===== config.mk =====
export PLATFORM = sky130hd
export DESIGN_NAME = usb_role_select_port_watch
export DESIGN_NICKNAME = d
export VERILOG_FILES = /design/src/rtl/usb_role_select_pkg.sv /design/src/rtl/usb_role_select_port_watch.sv
export SDC_FILE = /design/constraint.sdc
export NUM_CORES = 1
export LEC_CHECK = 0
export BUFFER_PORTS_ARGS = -buffer_cell sky130_fd_sc_hd__clkbuf_2
export CORE_ASPECT_RATIO = 0.7
export CORE_UTILIZATION = 30
export DETAILED_ROUTE_END_ITERATION = 10
export SYNTH_ARGS = -nofsm -noshare
export SYNTH_HDL_FRONTEND = slang
export SYNTH_SLANG_ARGS = --single-unit

===== constraint.sdc =====
create_clock -name ref_clk -period 2.5 [get_ports ref_clk]
set_input_delay 0.5 -clock ref_clk [delete_from_list [all_inputs] [get_ports ref_clk]]
set_output_delay 0.5 -clock ref_clk [all_outputs]
set_load 0.03 [all_outputs]

===== src/rtl/usb_role_select_pkg.sv =====
// Constants for the role select and port watch block
// Assumes one 125 MHz clock and an AXI4-Lite register slave
package usb_role_select_pkg;

  // ----------------------------------------------------------------
  // Register offsets
  // ----------------------------------------------------------------
  localparam logic [7:0] ROLE_SEL_OFS = 8'h00;
  localparam logic [7:0] PM_MON_OFS = 8'h04;
  localparam logic [7:0] TOP_STAT_OFS = 8'h08;
  localparam logic [7:0] TOP_EN_OFS = 8'h0C;
  localparam logic [7:0] PERI_STAT_OFS = 8'h10;
  localparam logic [7:0] PERI_EN_OFS = 8'h14;
  localparam logic [7:0] PERI_USB_OFS = 8'h18;
  localparam logic [7:0] HOST_STAT_OFS = 8'h20;
  localparam logic [7:0] HOST_EN_OFS = 8'h24;
  localparam logic [7:0] HOST_XCVR_OFS = 8'h28;
  localparam logic [7:0] HOST_USBCTL_OFS = 8'h2C;
  localparam logic [7:0] HOST_USBSTAT_OFS = 8'h30;
  localparam logic [7:0] HOST_NEGO_OFS = 8'h34;

  // ----------------------------------------------------------------
  // Field positions
  // ----------------------------------------------------------------
  localparam int MAP_SEL_BIT = 0;
  localparam int PORT_CNT_BIT = 1;
  localparam int ACT_ROLE_BIT = 0;
  localparam int DEV_SUM_BIT = 0;
  localparam int HOST_SUM_BIT = 1;
  localparam int SUP_CHG_BIT = 0;
  localparam int LINE_CHG_BIT = 0;
  localparam int FAULT_BIT = 1;
  localparam int SENSE_BIT = 0;
  localparam int PWR_EN_BIT = 0;
  localparam int FAULT_LVL_BIT = 2;

  // Pin order inside the synchroniser
  localparam int PIN_SENSE = 0;
  localparam int PIN_FAULT_N = 1;
  localparam int PIN_DP = 2;
  localparam int PIN_DM = 3;

  // ----------------------------------------------------------------
  // Reset values and counts
  // ----------------------------------------------------------------
  localparam logic [7:0] XCVR_RST = 8'h00;
  localparam logic [3:0] CODE_RST = 4'h0;
  localparam logic [3:0] PIN_RST = 4'h0;
  localparam logic [1:0] WARM_DONE = 2'h3;
  localparam logic [1:0] RESP_OKAY = 2'h0;
  localparam logic [1:0] RESP_SLVERR = 2'h2;

  // Power-management states
  typedef enum logic [2:0] {
    SLEEP_ST, DOZE_ST, OSC_ACTIVE_ST, PERIPH_ACTIVE_ST, HOSTSIDE_ACTIVE_ST, BOTH_ACTIVE_ST
  } pm_state_t;

endpackage


===== src/rtl/usb_role_select_port_watch.sv =====
// Role map select, function select and USB port watch with AXI4-Lite registers
// Assumes pmState comes from logic on ref_clk; port pins are asynchronous
//
// Overview of operation
// - map-select bit: 1 host map, 0 device
// - shared registers always; role registers only mapped
// - map-select writable in every power state
// - 2-port mode: function follows power state
// - monitor bit shows active function, 1 host
// - 1-port mode: function follows map-select bit
// - port watch runs in every state, role
// - supply sense pin change sets supply flag
// - supply enable gates device summary bit
// - supply sense level readable, 1 powered
// - either data line change sets line flag
// - line and fault enables gate host summary
// - fault pin error sets supply fault flag
// - power-enable bit drives power switch pin
// - fault pin level readable as status bit
// - line condition readable as 2-bit field
// - 2-bit field sets transceiver operating mode
// - transceiver and power kept, nonzero code in host role updates them
`timescale 1ns/1ps
module usb_role_select_port_watch
  import usb_role_select_pkg::*;
(
  // Clock, reset, enable
  input wire logic ref_clk,
  input wire logic rst_n,
  input wire logic ce,
  // AXI4-Lite write
  input wire logic awvalid,
  output logic awready,
  input wire logic [7:0] awaddr,
  input wire logic [2:0] awprot,
  input wire logic wvalid,
  output logic wready,
  input wire logic [31:0] wdata,
  input wire logic [3:0] wstrb,
  output logic bvalid,
  input wire logic bready,
  output logic [1:0] bresp,
  // AXI4-Lite read
  input wire logic arvalid,
  output logic arready,
  input wire logic [7:0] araddr,
  input wire logic [2:0] arprot,
  output logic rvalid,
  input wire logic rready,
  output logic [31:0] rdata,
  output logic [1:0] rresp,
  // Power management
  input pm_state_t pmState,
  input wire logic bothEntryHost,
  // Port pins
  input wire logic supplySensePin,
  input wire logic faultPin_n,
  input wire logic dpPin,
  input wire logic dmPin,
  output logic hostPowerEnable,
  output logic [7:0] hostXcvrCtrl,
  output logic [1:0] transceiverOpField,
  // Role and summary
  output logic roleMapSelect,
  output logic portCountSelect,
  output logic activeRoleMonitor,
  output logic deviceFunctionEnable,
  output logic hostFunctionEnable,
  output logic deviceIrqSummary,
  output logic hostIrqSummary,
  output logic mainIrq
);

  // ----------------------------------------------------------------
  // State
  // ----------------------------------------------------------------
  typedef struct packed {
    logic awHeld;
    logic [7:0] awAddr;
    logic wHeld;
    logic [31:0] wData;
    logic [3:0] wStrb;
    logic bValid;
    logic [1:0] bResp;
    logic rValid;
    logic [1:0] rResp;
    logic [31:0] rData;
    logic mapSel;
    logic portCount;
    logic [1:0] topEn;
    logic supChgFlag;
    logic supChgEn;
    logic lineChgFlag;
    logic lineChgEn;
    logic faultFlag;
    logic faultEn;
    logic [7:0] xcvr;
    logic powerEn;
    logic [3:0] hostCode;
    logic [3:0] syncA;
    logic [3:0] syncB;
    logic [3:0] prevB;
    logic [1:0] warm;
  } state_t;

  localparam state_t ST_RST = '{xcvr: XCVR_RST, hostCode: CODE_RST, syncA: PIN_RST,
                                syncB: PIN_RST, prevB: PIN_RST, default: '0};

  state_t st;
  state_t next_st;

  logic [3:0] pinsRaw;
  logic [3:0] pinChg;
  logic warmOk;
  logic supEvt;
  logic lineEvt;
  logic faultEvt;
  logic devSum;
  logic hostSum;
  logic actRole;
  logic fnActive;
  logic doWrite;
  logic wEn;
  logic wrOk;
  logic supClr;
  logic lineClr;
  logic faultClr;
  logic [31:0] rdVal;
  logic rdOk;

  assign pinsRaw = {dmPin, dpPin, faultPin_n, supplySensePin};

  // ----------------------------------------------------------------
  // Port watch events
  // ----------------------------------------------------------------
  assign pinChg = st.syncB ^ st.prevB;
  assign warmOk = (st.warm == WARM_DONE);
  // Detection runs in every power state and either role
  assign supEvt = warmOk & pinChg[PIN_SENSE];
  assign lineEvt = warmOk & (pinChg[PIN_DP] | pinChg[PIN_DM]);
  assign faultEvt = warmOk & st.prevB[PIN_FAULT_N] & ~st.syncB[PIN_FAULT_N];

  // ----------------------------------------------------------------
  // Summaries and role
  // ----------------------------------------------------------------
  assign devSum = st.supChgFlag & st.supChgEn;
  assign hostSum = (st.lineChgFlag & st.lineChgEn) | (st.faultFlag & st.faultEn);

  always_comb begin
    if (st.portCount) begin
      actRole = st.mapSel;
      fnActive = 1'b1;
    end else begin
      case (pmState)
        PERIPH_ACTIVE_ST: begin
          actRole = 1'b0;
          fnActive = 1'b1;
        end
        HOSTSIDE_ACTIVE_ST: begin
          actRole = 1'b1;
          fnActive = 1'b1;
        end
        BOTH_ACTIVE_ST: begin
          actRole = bothEntryHost;
          fnActive = 1'b1;
        end
        default: begin
          actRole = 1'b0;
          fnActive = 1'b0;
        end
      endcase
    end
  end

  // ----------------------------------------------------------------
  // Register read decode
  // ----------------------------------------------------------------
  always_comb begin
    rdVal = 32'h0000_0000;
    rdOk = 1'b1;
    case (araddr)
      ROLE_SEL_OFS: begin
        rdVal[MAP_SEL_BIT] = st.mapSel;
        rdVal[PORT_CNT_BIT] = st.portCount;
      end
      PM_MON_OFS: rdVal[ACT_ROLE_BIT] = actRole;
      TOP_STAT_OFS: begin
        rdVal[DEV_SUM_BIT] = devSum;
        rdVal[HOST_SUM_BIT] = hostSum;
      end
      TOP_EN_OFS: rdVal[1:0] = st.topEn;
      // Device-only registers need the device map
      PERI_STAT_OFS: begin
        rdVal[SUP_CHG_BIT] = st.supChgFlag;
        rdOk = ~st.mapSel;
      end
      PERI_EN_OFS: begin
        rdVal[SUP_CHG_BIT] = st.supChgEn;
        rdOk = ~st.mapSel;
      end
      PERI_USB_OFS: begin
        rdVal[SENSE_BIT] = st.syncB[PIN_SENSE];
        rdOk = ~st.mapSel;
      end
      // Host-only registers need the host map
      HOST_STAT_OFS: begin
        rdVal[LINE_CHG_BIT] = st.lineChgFlag;
        rdVal[FAULT_BIT] = st.faultFlag;
        rdOk = st.mapSel;
      end
      HOST_EN_OFS: begin
        rdVal[LINE_CHG_BIT] = st.lineChgEn;
        rdVal[FAULT_BIT] = st.faultEn;
        rdOk = st.mapSel;
      end
      HOST_XCVR_OFS: begin
        rdVal[7:0] = st.xcvr;
        rdOk = st.mapSel;
      end
      HOST_USBCTL_OFS: begin
        rdVal[PWR_EN_BIT] = st.powerEn;
        rdOk = st.mapSel;
      end
      HOST_USBSTAT_OFS: begin
        rdVal[1:0] = {st.syncB[PIN_DP], st.syncB[PIN_DM]};
        rdVal[FAULT_LVL_BIT] = ~st.syncB[PIN_FAULT_N];
        rdOk = st.mapSel;
      end
      HOST_NEGO_OFS: begin
        rdVal[3:0] = st.hostCode;
        rdOk = st.mapSel;
      end
      default: rdOk = 1'b0;
    endcase
    if (!rdOk) begin
      rdVal = 32'h0000_0000;
    end
  end

  // ----------------------------------------------------------------
  // Write decode and next state
  // ----------------------------------------------------------------
  assign doWrite = st.awHeld & st.wHeld & ~st.bValid;
  assign wEn = doWrite & st.wStrb[0];

  always_comb begin
    next_st = st;
    wrOk = 1'b1;
    supClr = 1'b0;
    lineClr = 1'b0;
    faultClr = 1'b0;

    // Two-flop synchronisers, then a history stage for edges
    next_st.syncA = pinsRaw;
    next_st.syncB = st.syncA;
    next_st.prevB = st.syncB;
    if (!warmOk) begin
      next_st.warm = st.warm + 2'h1;
    end

    // Address and data are taken in either order
    if (awvalid && awready) begin
      next_st.awHeld = 1'b1;
      next_st.awAddr = awaddr;
    end
    if (wvalid && wready) begin
      next_st.wHeld = 1'b1;
      next_st.wData = wdata;
      next_st.wStrb = wstrb;
    end
    if (st.bValid && bready) begin
      next_st.bValid = 1'b0;
    end

    if (doWrite) begin
      case (st.awAddr)
        // Accepted in every power state
        ROLE_SEL_OFS: if (wEn) begin
          next_st.mapSel = st.wData[MAP_SEL_BIT];
          next_st.portCount = st.wData[PORT_CNT_BIT];
        end
        PM_MON_OFS, TOP_STAT_OFS: wrOk = 1'b1;
        TOP_EN_OFS: if (wEn) begin
          next_st.topEn = st.wData[1:0];
        end
        PERI_STAT_OFS: begin
          wrOk = ~st.mapSel;
          supClr = wEn & ~st.mapSel & st.wData[SUP_CHG_BIT];
        end
        PERI_EN_OFS: begin
          wrOk = ~st.mapSel;
          if (wEn && !st.mapSel) begin
            next_st.supChgEn = st.wData[SUP_CHG_BIT];
          end
        end
        PERI_USB_OFS: wrOk = ~st.mapSel;
        HOST_STAT_OFS: begin
          wrOk = st.mapSel;
          lineClr = wEn & st.mapSel & st.wData[LINE_CHG_BIT];
          faultClr = wEn & st.mapSel & st.wData[FAULT_BIT];
        end
        HOST_EN_OFS: begin
          wrOk = st.mapSel;
          if (wEn && st.mapSel) begin
            next_st.lineChgEn = st.wData[LINE_CHG_BIT];
            next_st.faultEn = st.wData[FAULT_BIT];
          end
        end
        HOST_XCVR_OFS: begin
          wrOk = st.mapSel;
          if (wEn && st.mapSel) begin
            next_st.xcvr = st.wData[7:0];
          end
        end
        HOST_USBCTL_OFS: begin
          wrOk = st.mapSel;
          if (wEn && st.mapSel) begin
            next_st.powerEn = st.wData[PWR_EN_BIT];
          end
        end
        HOST_USBSTAT_OFS: wrOk = st.mapSel;
        HOST_NEGO_OFS: begin
          wrOk = st.mapSel;
          if (wEn && st.mapSel) begin
            next_st.hostCode = st.wData[3:0];
            // In the host role a nonzero code retunes transceiver mode bits [1:0] and power
            if (actRole && st.wData[3:0] != CODE_RST) begin
              next_st.xcvr = {st.xcvr[7:2], st.wData[1:0]};
              next_st.powerEn = st.wData[3];
            end
          end
        end
        default: wrOk = 1'b0;
      endcase
      next_st.awHeld = 1'b0;
      next_st.wHeld = 1'b0;
      next_st.bValid = 1'b1;
      next_st.bResp = wrOk ? RESP_OKAY : RESP_SLVERR;
    end

    // Sticky flags: write one clears, a new event wins
    next_st.supChgFlag = (st.supChgFlag & ~supClr) | supEvt;
    next_st.lineChgFlag = (st.lineChgFlag & ~lineClr) | lineEvt;
    next_st.faultFlag = (st.faultFlag & ~faultClr) | faultEvt;

    // Read channel
    if (arvalid && arready) begin
      next_st.rValid = 1'b1;
      next_st.rData = rdVal;
      next_st.rResp = rdOk ? RESP_OKAY : RESP_SLVERR;
    end else if (st.rValid && rready) begin
      next_st.rValid = 1'b0;
    end
  end

  always_ff @(posedge ref_clk or negedge rst_n) begin
    if (!rst_n) begin
      st <= ST_RST;
    end else if (ce) begin
      st <= next_st;
    end
  end

  // ----------------------------------------------------------------
  // Outputs
  // ----------------------------------------------------------------
  assign awready = ~st.awHeld;
  assign wready = ~st.wHeld;
  assign bvalid = st.bValid;
  assign bresp = st.bResp;
  assign arready = ~st.rValid;
  assign rvalid = st.rValid;
  assign rdata = st.rData;
  assign rresp = st.rResp;
  assign hostPowerEnable = st.powerEn;
  assign hostXcvrCtrl = st.xcvr;
  assign transceiverOpField = st.xcvr[1:0];
  assign roleMapSelect = st.mapSel;
  assign portCountSelect = st.portCount;
  assign activeRoleMonitor = actRole;
  assign deviceFunctionEnable = fnActive & ~actRole;
  assign hostFunctionEnable = fnActive & actRole;
  assign deviceIrqSummary = devSum;
  assign hostIrqSummary = hostSum;
  assign mainIrq = (devSum & st.topEn[DEV_SUM_BIT]) | (hostSum & st.topEn[HOST_SUM_BIT]);
endmodule


==> results.md <==
- Nets: 455
- Placer Congestion: 0.8263
- CTS tree: built
- Clock skew: 0.007901 ns
- Vias: 2500
- Hold_buf cts: 0
- Setup CP Type: register to primary output
- Antenna Cells: 0
- Post-synthesis sequential area ratio: 0.4701
- Most common cell after layout, fill and taps aside: clkbuf_2
- Reg-to-reg setup timing slack: 0.44 ns
- Slowest-stage cell, CP: dfrtp_1
- Max Fclk: 468.5 MHz
- CTS Sinks: 68
- Post-synth EDFFs: 0
- Dpl cell area: 0.003911 mm²
- Number of global-route vias before repair: 2282
- Final setup TNS: 0 ns
- Clk_lat worst skew: 0.34 ns
- Layout cells sized above 1: 0.3481
- Design area: 0.004238 mm²
- Final Critical Period: 2.134 ns
- Total power: 3.781 mW
- DRT iter0 DRCs: 154
- Starting density of the core: 0.3087
- Area growth, synth to finish: 17.08%
- H-tree depth: 3
- Critical path fanouts, max: 11
- Grt ovf: 0
- Gr usage total: 0.1383
- Most frequent cells in the layout: clkbuf_2 (73), dfrtp_1 (68), mux2_2 (32), nand2_1 (27), conb_1 (26)
- Avg WL per Cell: 14.81 µm
- DRC viols: 0
- Initial antenna violation count: 0
- Part of the cycle the worst path needs: 0.8537
- Clk root buf: clkbuf_16
- DRT Wirelength: 8.028 mm
- Post-synth ARST share: 1.000
- Net Sw Frac: 0.3124
- Reg2reg end: hostXcvrCtrl[7]$_DFFE_PN0P_
- RSZ-0062 raised after global routing: false
- Die W: 133.3 µm
- Final setup fails: 0
- Hold crit path type: input port to asynchronous set/reset pin
- Largest net degree at the start of global routing: 69
- Core box area: 0.01173 mm²
- Main flop type after synthesis: dfrtp_1
- Critical path arrival: 1.63 ns
- Comb power frac: 0.212
- Fill count: 1204
- Ranking of synthesized cells by area: dfrtp_1 (47%), mux2_2 (10%), buf_4 (9.5%)
- Crit path cell chain: nand2_1 -> o31ai_4 -> a31oi_1 -> clkbuf_2
- CP Capture Type: primary output
- Startpoint class of the critical path: register
- Mapped Cells: 324
- Post-synth top area cell: dfrtp_1
- Row count: 33
- Worst EP required: 2.00 ns
- R2r worst-path depth: 5
- Outcome: completed
- Final HPWL DP: 6.000 mm
- Post-Syn Area per Cell: 11.17 µm²
- Reg power frac: 0.425
- CTS buffer count: 9
- Peak VDD IR: 0.4897 mV
- Clk network pwr share: 0.363
- Final Hold Fails: 0
- Slew Limit Fails: 0
- DRT antenna net count: 0
- Clock transition at path regs: 0.05 ns
- LEAKAGE: 2.039 nW
- Seq cells post-synth: 68
- Post-Syn Area: 0.003620 mm²
- Reg-to-Reg Start: bvalid$_DFFE_PN0P_
- Fin Hold WS: 0.1817 ns
- Vias per cell: 4.613
- Max Cap Viol: 0
- First-pass GRT wire length: 12.83 mm
- Bufs on Longest Clock Path: 2
- Die area: 0.01252 mm²
- Ys Warns: 0
- Buffers on Ports: 74
- Cell variety after synth: 58
- PD cells: 892.2 mW/mm²
- Setup Buffers After CTS: 0
- Int Pwr: 2.600 mW
- DR pass1 iterations: 4
- Die H: 93.90 µm
- Synth top area share: 0.4701
- Max incr delay on CP: 0.54 ns
- Boundary Pins: 134
- Cells resized by post-CTS repair: 0
- Sw Pwr: 1.181 mW
==> how the worst max path moves through the flow <==
| stage | startpoint | end | slack, ns | depth (start not counted) |
|---|---|---|---|---|
| 2_1_floorplan | pmState[1] | hostXcvrCtrl[1]$_DFFE_PN0P_ | 0.38 | 5 |
| 3_3_place_gp | pmState[1] | hostXcvrCtrl[1]$_DFFE_PN0P_ | 0.34 | 6 |
| 3_5_place_dp | pmState[1] | hostXcvrCtrl[1]$_DFFE_PN0P_ | 0.28 | 6 |
| 4_1_cts | roleMapSelect$_DFFE_PN0P_ | deviceFunctionEnable | 0.35 | 4 |
| 5_1_grt | roleMapSelect$_DFFE_PN0P_ | deviceFunctionEnable | 0.26 | 4 |
| 6_report | roleMapSelect$_DFFE_PN0P_ | deviceFunctionEnable | 0.37 | 4 |
==> routing by layer <==
metal | up-vias | part of all wire | GRT usage
li1 | 1190 | - | -
met1 | 1225 | 0.51 | 0.2030
met5 | - | 0 | 0
met4 | 0 | 0.012 | 0.04545
met2 | 75 | 0.41 | 0.1788
met3 | 10 | 0.062 | 0.05502
==> worst max-delay path, delay by kind of cell (launching register included) <==
kind,cells,cell delay (ns)
flip-flops,1,0.54
AO/OA/AOI/OAI,2,0.32
AND/OR/NAND/NOR,1,0.21
buffers and inverters,1,0.23
==> Yosys cell counts, types with 2 or more instances <==
master / count
a21boi_1: 2
nor3b_1: 3
dfrtp_1: 68
nand2b_1: 3
xor2_1: 2
a31oi_1: 2
o21ai_1: 4
a22oi_1: 3
mux2_1: 19
o21ai_0: 9
nand3_1: 8
a22o_1: 6
buf_6: 2
buf_2: 2
mux2i_1: 5
nor3_1: 2
mux2_2: 32
nor4_2: 2
and2_1: 2
a21oi_1: 2
nor2b_1: 8
nand2_1: 27
or4_4: 2
buf_4: 46
inv_1: 8
a32o_1: 3
nor2_1: 10
nand3b_1: 2
clkbuf_1: 6
nand4_1: 5
xnor2_1: 2
==> per-stage QoR <==
stage | std cells | utilization | setup WS, ns
floorplan | 349 | - | 0.3804
global placement | 526 | 0.3335 | 0.3357
detailed placement | 526 | 0.3335 | 0.2787
CTS | 542 | 0.3614 | 0.3532
global route | 542 | 0.3614 | 0.2564
finish | 542 | 0.3614 | 0.3657
==> area by class of cell <==
type / instances / area, µm² / area share
clock buffer: 10 / 239.0 / 0.05639
clock inverter: 6 / 87.58 / 0.02067
inverter: 9 / 33.78 / 0.007972
multi-input combinational: 215 / 1574 / 0.3714
sequential: 68 / 1702 / 0.4015
tap: 157 / 196.4 / 0.04635
timing repair buffer: 77 / 405.4 / 0.09566
==> power by group through the flow <==
stage | clock, mW | combinational [mW] | sequential (mW)
after global placement | 0 | 0.788 | 1.61
after detailed placement | 0 | 0.809 | 1.63
after global routing | 1.48 | 0.888 | 1.65
after floorplan | 0 | 0.681 | 1.52
final | 1.37 | 0.801 | 1.61
after CTS | 1.42 | 0.812 | 1.61
==> registers in the layout, summed over array words and instances, names as in the netlist <==
register,cells
st,37
portCountSelect,1
hostXcvrCtrl,8
bresp,1
next_st,8
hostPowerEnable,1
rdata,8
rvalid,1
rresp,1
roleMapSelect,1
bvalid,1
==> kinds of logic after synthesis <==
logic type | count (synthesis) | synth area share
and+or+nand+nor | 82 | 0.1251
xor gates and xnor gates | 4 | 0.009680
AOI/OAI and AO/OA | 46 | 0.09713
adders and majority gates | 1 | 0.003456
buffers and inverters | 66 | 0.1210
muxes | 56 | 0.1725
other | 1 | 0.001036
DFF | 68 | 0.4701
Power figures use the tool's default switching activity.
